[src/nvsc_map.svh]
// Purpose: timing counts and field layout for the nv sram host controller
// Assumes: clock of 250 MHz, period 4 ns
// Notes:   times in their own unit, cycle counts derived from them
`ifndef NVSC_MAP_SVH
`define NVSC_MAP_SVH

// ----------------------------------------
// clock
// ----------------------------------------
`define NVSC_CLK_PERIOD_PS      4000

// ----------------------------------------
// device geometry
// ----------------------------------------
`define NVSC_ADDR_W             13
`define NVSC_DATA_W             8

// ----------------------------------------
// write timing in ns, cycles rounded up
// ----------------------------------------
`define NVSC_T_WC_NS            45
`define NVSC_T_CW_NS            35
`define NVSC_T_DW_NS            30
`define NVSC_T_AS_NS            0
`define NVSC_T_WC_CYC           (((`NVSC_T_WC_NS * 1000) + `NVSC_CLK_PERIOD_PS - 1) / `NVSC_CLK_PERIOD_PS)
`define NVSC_T_CW_CYC           (((`NVSC_T_CW_NS * 1000) + `NVSC_CLK_PERIOD_PS - 1) / `NVSC_CLK_PERIOD_PS)

// ----------------------------------------
// read timing in ns
// ----------------------------------------
`define NVSC_T_ACC_NS           45
`define NVSC_T_ACC_CYC          (((`NVSC_T_ACC_NS * 1000) + `NVSC_CLK_PERIOD_PS - 1) / `NVSC_CLK_PERIOD_PS)

// ----------------------------------------
// non-volatile timing
// ----------------------------------------
`define NVSC_STORE_INIT_NS      45
`define NVSC_RECALL_INIT_NS     25
`define NVSC_STORE_DUR_MS       10
`define NVSC_RECALL_DUR_US      20
`define NVSC_STORE_INIT_CYC     (((`NVSC_STORE_INIT_NS * 1000) + `NVSC_CLK_PERIOD_PS - 1) / `NVSC_CLK_PERIOD_PS)
`define NVSC_RECALL_INIT_CYC    (((`NVSC_RECALL_INIT_NS * 1000) + `NVSC_CLK_PERIOD_PS - 1) / `NVSC_CLK_PERIOD_PS)
`define NVSC_STORE_DUR_CYC      ((`NVSC_STORE_DUR_MS * 64'd1000000000) / `NVSC_CLK_PERIOD_PS)
`define NVSC_RECALL_DUR_CYC     ((`NVSC_RECALL_DUR_US * 1000000) / `NVSC_CLK_PERIOD_PS)

// ----------------------------------------
// counter width
// ----------------------------------------
`define NVSC_CNT_W              24

`endif

[src/nvsc_pkg.sv]
// Purpose: types for the nv sram host controller
// Assumes: nvsc_map.svh included first
// Notes:   none
`include "nvsc_map.svh"

package nvsc_pkg;

   // host command codes
   typedef enum logic [2:0] {
      NVSC_CMD_READ,
      NVSC_CMD_WRITE,
      NVSC_CMD_STORE,
      NVSC_CMD_RECALL,
      NVSC_CMD_NOP
   } nvsc_cmd_type;

   // one request from the user side
   typedef struct packed {
      nvsc_cmd_type                  cmd;
      logic [`NVSC_ADDR_W-1:0]       addr;
      logic [`NVSC_DATA_W-1:0]       wdata;
   } nvsc_req_type;

   // strobes toward the device, all active low
   typedef struct packed {
      logic chip_sel_n;
      logic write_n;
      logic out_en_n;
      logic nonvol_enable_n;
   } nvsc_strobe_type;

endpackage

[src/nvsc_host.sv]
// Purpose: host controller driving an 8K x 8 nv static ram through its pins
// Assumes: pins synchronous to CLK; power-good level from the board supervisor
// Notes:   one request at a time; READY high when a new request is taken
`timescale 1ns/1ps
`default_nettype none

module nvsc_host (
   input  wire logic                        CLK,
   input  wire logic                        RST_B,
   input  wire logic                        POWER_GOOD,
   input  wire logic                        REQ_VALID,
   input  wire nvsc_pkg::nvsc_req_type      REQ,
   output logic                             READY,
   output logic                             RDATA_VALID,
   output logic [`NVSC_DATA_W-1:0]          RDATA,
   output logic                             STORE_REFUSED,
   output logic                             NV_BUSY,
   output logic [`NVSC_ADDR_W-1:0]          MEM_ADDR,
   output logic                             MEM_CHIP_SEL_N,
   output logic                             MEM_WRITE_N,
   output logic                             MEM_OUT_EN_N,
   output logic                             MEM_NONVOL_ENABLE_N,
   output logic [`NVSC_DATA_W-1:0]          MEM_DQ_OUT,
   output logic                             MEM_DQ_OE,
   input  wire logic [`NVSC_DATA_W-1:0]     MEM_DQ_IN
);

   typedef enum logic [3:0] {
      ST_POWERUP,
      ST_IDLE,
      ST_RD_ACC,
      ST_WR_SETUP,
      ST_WR_PULSE,
      ST_WR_TAIL,
      ST_NV_SETUP,
      ST_NV_PULSE,
      ST_NV_WAIT
   } nvsc_state_type;

   nvsc_state_type                  state_reg, state_next;
   nvsc_pkg::nvsc_strobe_type       stb_reg, stb_next;
   logic [`NVSC_ADDR_W-1:0]         addr_reg, addr_next;
   logic [`NVSC_DATA_W-1:0]         dout_reg, dout_next;
   logic                            doe_reg, doe_next;
   logic [`NVSC_DATA_W-1:0]         rdata_reg, rdata_next;
   logic                            rvalid_reg, rvalid_next;
   logic                            refused_reg, refused_next;
   logic                            ready_reg, ready_next;
   logic                            is_store_reg, is_store_next;
   logic                            pg_seen_reg, pg_seen_next;
   logic                            tmr_load;
   logic [`NVSC_CNT_W-1:0]          tmr_value;
   logic                            tmr_done;
   logic                            busy_reg, busy_next;
   localparam nvsc_pkg::nvsc_strobe_type STB_IDLE = '{1'b1, 1'b1, 1'b1, 1'b1};
   // ----------------------------------------
   // phase timer
   // ----------------------------------------
   nvsc_timer u_timer (
      .clk   (CLK),
      .rst_b (RST_B),
      .load  (tmr_load),
      .value (tmr_value),
      .done  (tmr_done)
   );

   // ----------------------------------------
   // sequencer
   // ----------------------------------------
   // next values of the cycle sequencer and pin drivers
   always_comb begin
      state_next    = state_reg;
      stb_next      = stb_reg;
      addr_next     = addr_reg;
      dout_next     = dout_reg;
      doe_next      = doe_reg;
      rdata_next    = rdata_reg;
      rvalid_next   = 1'b0;
      refused_next  = 1'b0;
      ready_next    = 1'b0;
      is_store_next = is_store_reg;
      pg_seen_next  = pg_seen_reg;
      tmr_load      = 1'b0;
      tmr_value     = '0;
      case (state_reg)
         ST_POWERUP: begin
            // wait the automatic recall after the supply is good
            stb_next = STB_IDLE;
            doe_next = 1'b0;
            if (!pg_seen_reg) begin
               if (POWER_GOOD) begin
                  pg_seen_next = 1'b1;
                  tmr_load     = 1'b1;
                  tmr_value    = `NVSC_CNT_W'(`NVSC_RECALL_DUR_CYC);
               end
            end else if (tmr_done) begin
               state_next = ST_IDLE;
               ready_next = 1'b1;
            end
         end
         ST_IDLE: begin
            ready_next = 1'b1;
            stb_next   = STB_IDLE;
            doe_next   = 1'b0;
            if (REQ_VALID && ready_reg) begin
               ready_next = 1'b0;
               addr_next  = REQ.addr;
               tmr_load   = 1'b1;
               case (REQ.cmd)
                  nvsc_pkg::NVSC_CMD_READ: begin
                     stb_next.chip_sel_n = 1'b0;
                     stb_next.out_en_n   = 1'b0;
                     tmr_value  = `NVSC_CNT_W'(`NVSC_T_ACC_CYC);
                     state_next = ST_RD_ACC;
                  end
                  nvsc_pkg::NVSC_CMD_WRITE: begin
                     stb_next.write_n = 1'b0;
                     dout_next  = REQ.wdata;
                     doe_next   = 1'b1;
                     tmr_value  = `NVSC_CNT_W'(1);
                     state_next = ST_WR_SETUP;
                  end
                  nvsc_pkg::NVSC_CMD_STORE: begin
                     if (!POWER_GOOD) begin
                        refused_next = 1'b1;
                        ready_next   = 1'b1;
                        tmr_load     = 1'b0;
                     end else begin
                        stb_next.out_en_n        = 1'b1;
                        stb_next.nonvol_enable_n = 1'b0;
                        stb_next.chip_sel_n      = 1'b0;
                        is_store_next = 1'b1;
                        tmr_value     = `NVSC_CNT_W'(1);
                        state_next    = ST_NV_SETUP;
                     end
                  end
                  nvsc_pkg::NVSC_CMD_RECALL: begin
                     stb_next.out_en_n   = 1'b0;
                     stb_next.chip_sel_n = 1'b0;
                     is_store_next = 1'b0;
                     tmr_value     = `NVSC_CNT_W'(1);
                     state_next    = ST_NV_SETUP;
                  end
                  default: begin
                     // no operation: nothing to drive
                     ready_next = 1'b1;
                     tmr_load   = 1'b0;
                  end
               endcase
            end
         end
         ST_RD_ACC: begin
            if (tmr_done) begin
               rdata_next  = MEM_DQ_IN;
               rvalid_next = 1'b1;
               stb_next    = STB_IDLE;
               tmr_load    = 1'b1;
               tmr_value   = `NVSC_CNT_W'(1);
               state_next  = ST_WR_TAIL;
            end
         end
         ST_WR_SETUP: begin
            // chip select falls only after write is already low
            if (tmr_done) begin
               stb_next.chip_sel_n = 1'b0;
               tmr_load   = 1'b1;
               tmr_value  = `NVSC_CNT_W'(`NVSC_T_CW_CYC);
               state_next = ST_WR_PULSE;
            end
         end
         ST_WR_PULSE: begin
            if (tmr_done) begin
               stb_next.chip_sel_n = 1'b1;
               tmr_load   = 1'b1;
               tmr_value  = `NVSC_CNT_W'(`NVSC_T_WC_CYC - `NVSC_T_CW_CYC);
               state_next = ST_WR_TAIL;
            end
         end
         ST_WR_TAIL: begin
            // hold address and data past the end of write, then release
            stb_next.write_n = 1'b1;
            if (tmr_done) begin
               doe_next   = 1'b0;
               state_next = ST_IDLE;
               ready_next = 1'b1;
            end
         end
         ST_NV_SETUP: begin
            // strobes settled, now assert the initiating strobe
            if (tmr_done) begin
               tmr_load = 1'b1;
               if (is_store_reg) begin
                  stb_next.write_n = 1'b0;
                  tmr_value = `NVSC_CNT_W'(`NVSC_STORE_INIT_CYC);
               end else begin
                  stb_next.nonvol_enable_n = 1'b0;
                  tmr_value = `NVSC_CNT_W'(`NVSC_RECALL_INIT_CYC);
               end
               state_next = ST_NV_PULSE;
            end
         end
         ST_NV_PULSE: begin
            if (is_store_reg && !POWER_GOOD) begin
               stb_next   = STB_IDLE;
               state_next = ST_IDLE;
               refused_next = 1'b1;
               ready_next   = 1'b1;
            end else if (tmr_done) begin
               stb_next  = STB_IDLE;
               tmr_load  = 1'b1;
               tmr_value = is_store_reg ? `NVSC_CNT_W'(`NVSC_STORE_DUR_CYC)
                                        : `NVSC_CNT_W'(`NVSC_RECALL_DUR_CYC);
               state_next = ST_NV_WAIT;
            end
         end
         ST_NV_WAIT: begin
            // no access until the non-volatile cycle is over
            if (tmr_done) begin
               state_next = ST_IDLE;
               ready_next = 1'b1;
            end
         end
         default: begin
            state_next = ST_IDLE;
         end
      endcase
      busy_next = (state_next == ST_NV_WAIT) && is_store_next;
   end
   // registers of the sequencer
   always_ff @(posedge CLK or negedge RST_B) begin
      if (!RST_B) begin
         state_reg    <= ST_POWERUP;
         stb_reg      <= '{1'b1, 1'b1, 1'b1, 1'b1};
         addr_reg     <= '0;
         dout_reg     <= '0;
         doe_reg      <= 1'b0;
         rdata_reg    <= '0;
         rvalid_reg   <= 1'b0;
         refused_reg  <= 1'b0;
         ready_reg    <= 1'b0;
         is_store_reg <= 1'b0;
         pg_seen_reg  <= 1'b0;
         busy_reg     <= 1'b0;
      end else begin
         state_reg    <= state_next;
         stb_reg      <= stb_next;
         addr_reg     <= addr_next;
         dout_reg     <= dout_next;
         doe_reg      <= doe_next;
         rdata_reg    <= rdata_next;
         rvalid_reg   <= rvalid_next;
         refused_reg  <= refused_next;
         ready_reg    <= ready_next;
         is_store_reg <= is_store_next;
         pg_seen_reg  <= pg_seen_next;
         busy_reg     <= busy_next;
      end
   end

   // ----------------------------------------
   // outputs
   // ----------------------------------------
   // all straight from flip-flops
   assign READY               = ready_reg;
   assign RDATA_VALID         = rvalid_reg;
   assign RDATA               = rdata_reg;
   assign STORE_REFUSED       = refused_reg;
   assign NV_BUSY             = busy_reg;
   assign MEM_ADDR            = addr_reg;
   assign MEM_CHIP_SEL_N      = stb_reg.chip_sel_n;
   assign MEM_WRITE_N         = stb_reg.write_n;
   assign MEM_OUT_EN_N        = stb_reg.out_en_n;
   assign MEM_NONVOL_ENABLE_N = stb_reg.nonvol_enable_n;
   assign MEM_DQ_OUT          = dout_reg;
   assign MEM_DQ_OE           = doe_reg;

endmodule

`default_nettype wire

[src/nvsc_timer.sv]
// Purpose: load-and-count-down timer used for every phase of a cycle
// Assumes: one clock, asynchronous active-low reset
// Notes:   done is high while the count is zero
`timescale 1ns/1ps
`default_nettype none

module nvsc_timer (
   input  wire logic                    clk,
   input  wire logic                    rst_b,
   input  wire logic                    load,
   input  wire logic [`NVSC_CNT_W-1:0]  value,
   output logic                         done
);

   logic [`NVSC_CNT_W-1:0] cnt_reg;
   logic [`NVSC_CNT_W-1:0] cnt_next;

   // ----------------------------------------
   // count
   // ----------------------------------------
   // load wins, otherwise count down to zero
   always_comb begin
      cnt_next = cnt_reg;
      if (load) begin
         cnt_next = value;
      end else if (cnt_reg != '0) begin
         cnt_next = cnt_reg - `NVSC_CNT_W'(1);
      end
   end

   always_ff @(posedge clk or negedge rst_b) begin
      if (!rst_b) begin
         cnt_reg <= '0;
      end else begin
         cnt_reg <= cnt_next;
      end
   end

   assign done = (cnt_reg == '0);

endmodule

`default_nettype wire
[config.mk]
export PLATFORM = sky130hd
export DESIGN_NAME = nvsc_host
export DESIGN_NICKNAME = d
export VERILOG_FILES = /design/src/nvsc_pkg.sv /design/src/nvsc_host.sv /design/src/nvsc_timer.sv
export VERILOG_INCLUDE_DIRS = /design/src
export SDC_FILE = /design/constraint.sdc
export NUM_CORES = 1
export LEC_CHECK = 0
export ABC_AREA = 1
export BUFFER_PORTS_ARGS = -buffer_cell sky130_fd_sc_hd__buf_4
export CELL_PAD_IN_SITES_DETAIL_PLACEMENT = 1
export CELL_PAD_IN_SITES_GLOBAL_PLACEMENT = 1
export CORE_MARGIN = 2
export CORE_UTILIZATION = 36
export CTS_CLUSTER_SIZE = 12
export DETAILED_ROUTE_END_ITERATION = 7
export PLACE_DENSITY = 0.88
export SLEW_MARGIN = 40
export SYNTH_ARGS = -nofsm -noshare
export SYNTH_HDL_FRONTEND = slang
export SYNTH_HIERARCHICAL = 1
export SYNTH_SLANG_ARGS = --single-unit
export TNS_END_PERCENT = 30
[constraint.sdc]
create_clock -name CLK -period 2.4 [get_ports CLK]
set_input_delay 0.12 -clock CLK [delete_from_list [all_inputs] [get_ports CLK]]
set_output_delay 0.12 -clock CLK [all_outputs]
set_load 0.05 [all_outputs]
==> impl_summary.log, run 1 <==
[metrics] Final Total Pwr: 0.00542 W
[metrics] maximum clock path buffer count: 2
[metrics] core footprint: 0.0108 mm²
[metrics] Final Critical Period: 2.32 ns
[metrics] crit end category: flip-flop
[metrics] via count: about 4500
[metrics] Cell Area, Placed: 0.00470 mm²
[metrics] CTS sink count: 68
[metrics] post-route ant nets: 0
[metrics] status: finished, final reports clean
[metrics] TritonCTS buffer count: 9
[metrics] dominant combinational cell family by area after synthesis: simple AND/OR/NAND/NOR gates
[metrics] skew final: 0.0275 ns
[metrics] average instance area after synthesis: 6.95 µm²
[metrics] Pwr per Cell Area: roughly 1000 mW/mm²
[metrics] type of element launching the critical path: flip-flop
[metrics] class of the tightest hold or removal check: in2reg
[metrics] Buffers on Ports: 73
[metrics] post-synthesis instance total: 572
[metrics] die footprint: 0.0119 mm²
[metrics] final sum of negative setup slack: 0 ns
[metrics] Nets: 735
[metrics] final routed wirelength across all metal layers: 16400 µm
[metrics] initial core utilization: 0.368
[metrics] maximum resistive drop on vdd: 1.00 mV
[metrics] instance count along the most critical hold path: 3
[metrics] number of I/O pins: 74
[metrics] post-synth top area cell: dfrtp_1
[metrics] number of enable-type register cells in the synthesized netlist: 0
[metrics] number of antenna violations at the first check in global routing: 0
[metrics] Worst EP arrival: ~2.6 ns
[metrics] worst-path cell chain: inv_1, ha_1, nand3_1, nor2_1, nand3_2, inv_1, nand3_1, and2_4, nand4_1, inv_2, nand4_1, nand2_1, o21ai_1
[metrics] TritonRoute pass-1 iters: 5
[metrics] DRC Markers: 0
[metrics] First DRT Iteration DRCs: 277
[metrics] proportion of synthesized chip area in sequential cells: 0.429
[metrics] vias per cell: 5.31
[metrics] Worst Setup Path Type: reg2reg
[metrics] row cnt: 38
[metrics] CP Buf/Inv Count: 3
[metrics] worst reg2reg path depth: 13
[metrics] largest net degree at the start of global routing: 69
[metrics] Async SR Flop Fraction: 1.00
[metrics] top library cells by usage in the layout, fill and taps aside: nand2_1 (259), buf_4 (81), dfrtp_1 (64)
[metrics] first-pass GRT wire length: between 20000 and 25000 µm
[metrics] vias in the first global route: around 4700
[metrics] die height: 109 µm
[metrics] most instantiated flip-flop cell in the synthesis netlist: dfrtp_1
[metrics] crit path max-delay cell type: dfrtp_1
[metrics] Filler Cell Count: 1325
[metrics] largest stage delay on the critical path: roughly 0.40 ns
[metrics] Clk pin slew, worst setup/hold paths: 0.11 ns
[metrics] Req. time, crit path: 2.71 ns
[metrics] Static Leakage: 2.80 nW
[metrics] biggest area contributors in the synthesized netlist: dfrtp_1 (40%), nand2_1 (24%), nor2_1 (5.3%)
[metrics] utilization after layout: 0.488
[metrics] area taken by flip-flops and latches: approximately 0.0017 mm²
[metrics] max reg flops: 24
[metrics] Top Family by Delay on Critical Path: simple AND/OR/NAND/NOR gates
[metrics] number of failing setup endpoints in the final timing report: 0
[metrics] most common cell after layout, fill and taps aside: nand2_1
[metrics] grt total ovfl: 0
[metrics] number of flip-flops and latches in the synthesized netlist: 68
[metrics] GRT Overall Usage: 0.274
[metrics] xor/xnor share of the synthesized area: 0.0198
[metrics] area taken by multi-input logic gates: roughly 0.0020 mm²
[metrics] top-area cell type share of the netlist area: 0.403
[metrics] clock tree from TritonCTS: built
[metrics] adder and majority gate portion of the synthesized area: 0.00630
[metrics] Max Clock Freq: 432 MHz
[metrics] compound-gate portion of the synthesized area: 0.0456
[metrics] Die W: around 110 µm
[metrics] Distinct cells, synth: 37
[metrics] Non-Filler Cell Area, Final: 0.00527 mm²
[metrics] average detailed-routed wire length per instance: 19.5 µm
[metrics] deepest level of the CTS H-tree: 3
[metrics] detailed placement HPWL: between 9000 and 10000 µm
[metrics] max_slew headroom: 0.555
[metrics] # Max-Cap Violations: 0
[metrics] Antenna diodes: 0
[metrics] post-synthesis instance area: ~0.0040 mm²
[metrics] share of layout cells above drive strength 1: 0.208
[metrics] final weighted congestion in routability-driven placement: 0.903
[metrics] area share of and/or/nand/nor cells after synthesis: 0.430
[metrics] worst slew pin tran: roughly 0.67 ns
[metrics] Pins Over Slew Limit: 0
[metrics] hold violation count in the final report: 0
[metrics] depth of the critical timing path with buffers and inverters included: 13
[metrics] count of yosys warnings during synthesis: 6
[metrics] period utilisation layout: 0.966
[metrics] insertion delay of the later-clocked pin in the worst-skew pair: between 0.3 and 0.4 ns
[metrics] root cell of the clock tree: clkbuf_8
[metrics] highest fanout seen on the critical path: 6
[metrics] mux cell area share after synthesis: 0
[metrics] Synth-to-Final Area Change: 32.5%
cells in the mapped netlist (2+ instances only):
master / count
nand2_1: 259
dfrtp_1: 64
nor2_1: 56
inv_1: 47
nand3_1: 32
o21ai_0: 21
nor2_2: 16
nand4_1: 10
nand2_2: 6
inv_2: 5
xnor2_1: 5
dfstp_2: 4
nand3b_1: 4
o21ai_1: 4
xor2_1: 4
buf_2: 3
nand2_4: 3
nor3_1: 3
a21oi_1: 2
buf_4: 2
buf_6: 2
ha_1: 2
nor2_8: 2
o21bai_1: 2
or2_2: 2
layout make-up:
class                           instances  share of cell area
Sequential cell                        68               0.324
Inverter                               53              0.0387
Clock buffer                           11              0.0268
Clock inverter                          5              0.0114
Tap cell                              140              0.0333
Timing Repair Buffer                  114               0.179
Multi-Input combinational cell        451               0.387
kinds of logic after synthesis:
group           Yosys count
other cells               1
compound gates           33
buf+inv                  62
flops                    68
simple gates            397
fa+ha+maj                 2
xor+xnor                  9
worst paths after layout:
check | from | endpoint | slack [ns]
hold / removal | POWER_GOOD | pg_seen_reg$_DFFE_PN0P_ | 0.10
setup / recovery | u_timer/cnt_reg[1]$_DFFE_PN0P_ | u_timer/cnt_reg[0]$_DFFE_PN0P_ | 0.08
min in group asynchronous | RST_B | MEM_ADDR[4]$_DFFE_PN0P_ | 0.32
setup reg to reg | u_timer/cnt_reg[1]$_DFFE_PN0P_ | u_timer/cnt_reg[0]$_DFFE_PN0P_ | 0.08
max in group asynchronous | RST_B | u_timer/cnt_reg[19]$_DFFE_PN0P_ | 1.60
hold reg to reg | MEM_CHIP_SEL_N$_DFFE_PN1P_ | MEM_CHIP_SEL_N$_DFFE_PN1P_ | 0.49
metal layers:
layer  GRT usage  routed length, µm
met1       0.321               6350
met2       0.479               8500
met4      0.0971                639
met3      0.0735                954
met5           0                  0
worst reg2reg max path, stage by stage (launching register included):
cell and delay (ns):
dfrtp_1 0.40, inv_1 0.12, ha_1 0.19, nand3_1 0.08
nor2_1 0.12, nand3_2 0.12, inv_1 0.13, nand3_1 0.15
and2_4 0.21, nand4_1 0.18, inv_2 0.11, nand4_1 0.22
nand2_1 0.10, o21ai_1 0.13
per-stage QoR:
step	setup WS (ns)	std cells	hold slack, ns
finish	0.0827	842	0.104
global route	-0.0418	842	0.123
CTS	0.0473	835	0.0924
detailed placement	0.0807	789	0.182
global placement	0.260	789	0.306
floorplan	0.190	581	-0.176
repair_timing:
item | in CTS | in global routing
resized for setup | 0 | 10
endpoints found under the hold margin | 93 | 0
endpoints found under the setup margin | 0 | 18
hold buffers | 30 | 0
setup buffers | 0 | 7
power by group:
part	switching [W]	leakage [nW]	total (W)	internal, W
Sequential	0.000372	0.825	0.00189	0.00152
Clock	0.000543	0.0999	0.00106	0.000513
Combinational	0.00171	1.87	0.00247	0.000755
Note: power is estimated with default switching activity, not from simulation.
==> run 2: changes to the inputs <==
--- a/config.mk
+++ b/config.mk
@@ -11,10 +11,11 @@
 export CELL_PAD_IN_SITES_DETAIL_PLACEMENT = 1
 export CELL_PAD_IN_SITES_GLOBAL_PLACEMENT = 1
 export CORE_MARGIN = 2
-export CORE_UTILIZATION = 36
+export CORE_UTILIZATION = 43
 export CTS_CLUSTER_SIZE = 12
 export DETAILED_ROUTE_END_ITERATION = 7
-export PLACE_DENSITY = 0.88
+export PLACE_DENSITY = 0.95
+export REMOVE_ABC_BUFFERS = 1
 export SLEW_MARGIN = 40
 export SYNTH_ARGS = -nofsm -noshare
 export SYNTH_HDL_FRONTEND = slang
==> constraint.sdc (replaced) <==
create_clock -name CLK -period 2.8 [get_ports CLK]
set_input_delay 0.14 -clock CLK [delete_from_list [all_inputs] [get_ports CLK]]
set_output_delay 0.14 -clock CLK [all_outputs]
set_load 0.05 [all_outputs]
==> run 2 against run 1 <==
  * The run now ends with hold timing left
  * Non-clock buffer count decreased by 13
  * Fmax decreased by 12%
  * Via count decreased by 5.3%
  * Largest power group unchanged
  * Final area decreased by 3.4%
  * First-iteration DRC count decreased by 53%
  * Critical path depth increased by 1
  * Critical path type unchanged
==> impl_summary.log, run 2 (same netlist as run 1, synthesis figures left out) <==
[metrics] period utilisation layout: 0.940 (was 0.966)
[metrics] clock tree from TritonCTS: built (unchanged)
[metrics] TritonCTS buffer count: 9 (unchanged)
[metrics] endpoint of the worst-slack reg-to-reg timing path: u_timer/cnt_reg[20]$_DFFE_PN0P_ (was u_timer/cnt_reg[0]$_DFFE_PN0P_)
[metrics] worst slew pin tran: 0.644 ns (was 0.668 ns)
[metrics] hold violation count in the final report: 1 (was 0)
[metrics] top library cells by usage in the layout, fill and taps aside: nand2_1 (259), buf_4 (76), dfrtp_1 (64) (was nand2_1 (259), buf_4 (81), dfrtp_1 (64))
[metrics] share of layout cells above drive strength 1: 0.196 (was 0.208)
[metrics] Worst EP arrival: 2.86 ns (was 2.62 ns)
[metrics] Pins Over Slew Limit: 0 (unchanged)
[metrics] Worst Setup EP: u_timer/cnt_reg[20]$_DFFE_PN0P_ (was u_timer/cnt_reg[0]$_DFFE_PN0P_)
[metrics] deepest level of the CTS H-tree: 3 (unchanged)
[metrics] depth of the critical timing path with buffers and inverters included: 14 (was 13)
[metrics] worst-path cell chain: inv_1, ha_1, nand3_1, nor2_1, nand3_2, inv_1, nand3_1, and2_1, nand4_1, inv_1, nand2_4, inv_2, nand2_1, nand2_1 (was inv_1, ha_1, nand3_1, nor2_1, nand3_2, inv_1, nand3_1, and2_4, nand4_1, inv_2, nand4_1, nand2_1, o21ai_1)
[metrics] startpoint of the most critical register-to-register path: u_timer/cnt_reg[0]$_DFFE_PN0P_ (was u_timer/cnt_reg[1]$_DFFE_PN0P_)
[metrics] crit end category: flip-flop (unchanged)
[metrics] die height: 100 µm (was 109 µm)
[metrics] Nets: 722 (was 735)
[metrics] final routed wirelength across all metal layers: 14800 µm (was 16400 µm)
[metrics] post-route ant nets: 0 (unchanged)
[metrics] # Max-Cap Violations: 0 (unchanged)
[metrics] first-pass GRT wire length: 24000 µm (was 24500 µm)
[metrics] Pwr per Cell Area: 874 mW/mm² (was 1030 mW/mm²)
[metrics] vias per cell: 5.29 (was 5.31)
[metrics] vias in the first global route: 4777 (was 4711)
[metrics] Worst Setup Path Type: reg2reg (unchanged)
[metrics] final weighted congestion in routability-driven placement: 0.898 (was 0.903)
[metrics] unrepaired setup endpoints after global routing: true
[metrics] grt total ovfl: 0 (unchanged)
[metrics] Max Clock Freq: 380 MHz (was 432 MHz)
[metrics] class of the tightest hold or removal check: in2reg (unchanged)
[metrics] worst hold margin: -0.0102 ns (was 0.104 ns)
[metrics] highest fanout seen on the critical path: 12 (was 6)
[metrics] Die W: 100 µm (was 109 µm)
[metrics] number of I/O pins: 74 (unchanged)
[metrics] die footprint: 0.0100 mm² (was 0.0119 mm²)
[metrics] initial core utilization: 0.436 (was 0.368)
[metrics] First DRT Iteration DRCs: 131 (was 277)
[metrics] DRC Markers: 0 (unchanged)
[metrics] max reg flops: 24 (unchanged)
[metrics] worst reg2reg path depth: 14 (was 13)
[metrics] largest stage delay on the critical path: 0.42 ns (was 0.40 ns)
[metrics] worst setup path start: u_timer/cnt_reg[0]$_DFFE_PN0P_ (was u_timer/cnt_reg[1]$_DFFE_PN0P_)
[metrics] crit path max-delay cell type: dfrtp_1 (unchanged)
[metrics] detailed placement HPWL: 9470 µm (was 9270 µm)
[metrics] max_slew headroom: 0.571 (was 0.555)
[metrics] core footprint: 0.00911 mm² (was 0.0108 mm²)
[metrics] maximum resistive drop on vdd: 0.461 mV (was 1.00 mV)
[metrics] skew final: 0.0182 ns (was 0.0275 ns)
[metrics] register-to-register setup slack: 0.17 ns (was 0.08 ns)
[metrics] number of antenna violations at the first check in global routing: 0 (unchanged)
[metrics] crit-path most repeated cell: inv_1
[metrics] Top Family by Delay on Critical Path: simple AND/OR/NAND/NOR gates (unchanged)
[metrics] largest net degree at the start of global routing: 69 (unchanged)
[metrics] Antenna diodes: 0 (unchanged)
[metrics] number of failing setup endpoints in the final timing report: 0 (unchanged)
[metrics] Filler Cell Count: 1200 (was 1325)
[metrics] average detailed-routed wire length per instance: 18.5 µm (was 19.5 µm)
[metrics] root cell of the clock tree: clkbuf_8 (unchanged)
[metrics] Final Critical Period: 2.63 ns (was 2.32 ns)
[metrics] GRT Overall Usage: 0.309 (was 0.274)
[metrics] Final Total Pwr: 0.00445 W (was 0.00542 W)
[metrics] final sum of negative setup slack: 0 ns (unchanged)
[metrics] Buffers on Ports: 73 (unchanged)
[metrics] TritonRoute pass-1 iters: 4 (was 5)
[metrics] CP Buf/Inv Count: 4 (was 3)
[metrics] via count: 4231 (was 4467)
[metrics] row cnt: 35 (was 38)
[metrics] Clk pin slew, worst setup/hold paths: 0.09 ns (was 0.11 ns)
[metrics] maximum clock path buffer count: 2 (unchanged)
[metrics] Synth-to-Final Area Change: 28.0% (was 32.5%)
[metrics] status: finished with violations (was finished, final reports clean)
[metrics] type of element launching the critical path: flip-flop (unchanged)
[metrics] violations in the final reports: hold timing
[metrics] Req. time, crit path: 3.03 ns (was 2.71 ns)
[metrics] Resized Gates After CTS: 0 (unchanged)
[metrics] utilization after layout: 0.558 (was 0.488)
[metrics] most common cell after layout, fill and taps aside: nand2_1 (unchanged)
[metrics] CTS sink count: 68 (unchanged)
[metrics] insertion delay of the later-clocked pin in the worst-skew pair: 0.36 ns (was 0.39 ns)
[metrics] Static Leakage: 2.72 nW (was 2.80 nW)
## run 2: changes by cell type in the layout (fill, tap and decap cells not counted), sizes merged
| cell | delta |
|---|---|
| dlygate4sd3 | -6 |
| clkinv | +1 |
| bufinv | -1 |
| buf | -7 |
## run 2: how the worst min path moves through the flow
stage | slack (ns) | endpoint | startpoint | cells after the start
after global placement | 0.31 | u_timer/cnt_reg[18]$_DFFE_PN0P_ | RST_B | 1
after global routing | 0.001 | MEM_DQ_OUT[6]$_DFFE_PN0P_ | REQ[6] | 3
after CTS | 0.0006 | MEM_ADDR[4]$_DFFE_PN0P_ | REQ[12] | 3
final | -0.01 | MEM_ADDR[4]$_DFFE_PN0P_ | REQ[12] | 3
after floorplan | -0.16 | MEM_ADDR[0]$_DFFE_PN0P_ | RST_B | 0
after detailed placement | 0.19 | u_timer/cnt_reg[18]$_DFFE_PN0P_ | RST_B | 1
## run 2: worst register-to-register path: stages (launching register included)
cell and delay [ns]:
dfrtp_1 0.42, inv_1 0.14, ha_1 0.19, nand3_1 0.08, nor2_1 0.12, nand3_2 0.11
inv_1 0.28, nand3_1 0.20, and2_1 0.22, nand4_1 0.14, inv_1 0.15, nand2_4 0.15
inv_2 0.12, nand2_1 0.13, nand2_1 0.07
## run 2: repair_timing
item                                    in CTS  in global routing
hold buffers                                23                  1
hold endpoints to repair                    86                  1
buffers inserted                             0                  0
endpoints found under the setup margin       0                  9
## run 2: final cells by class
| type | count | area, µm² | share of cell area |
|---|---|---|---|
| clock inverter | 5 | 35.0 | 0.00689 |
| inverter | 53 | 201 | 0.0396 |
| clock buffer | 11 | 151 | 0.0298 |
| tap | 111 | 139 | 0.0273 |
| sequential | 68 | 1710 | 0.336 |
| timing repair buffer | 101 | 822 | 0.162 |
| multi-input combinational | 451 | 2030 | 0.399 |
## run 2: layer usage
layer / wire [µm] / vias to the layer above / part of all wire / GRT usage
li1: - / 1980 / - / -
met2: 8020 / 103 / 0.54 / 0.573
met3: 491 / 43 / 0.033 / 0.0592
met5: 0 / - / 0 / 0
met1: 5730 / 2105 / 0.39 / 0.336
met4: 591 / 0 / 0.040 / 0.148
## run 2: metrics by stage
stage / std cells / setup slack (ns) / instance area, µm² / hold slack (ns)
global route: 800 / -0.0469 / 5090 / 0.00119
CTS: 799 / 0.240 / 5080 / 0.000574
floorplan: 572 / -0.0513 / 3940 / -0.156
finish: 800 / 0.167 / 5090 / -0.0102
global placement: 760 / 0.531 / 4660 / 0.314
detailed placement: 760 / 0.328 / 4660 / 0.194
## run 2: report_power, final
group | switching [W] | internal, W
sequential | 0.000304 | 0.00130
combinational | 0.00141 | 0.000628
clock | 0.000436 | 0.000372
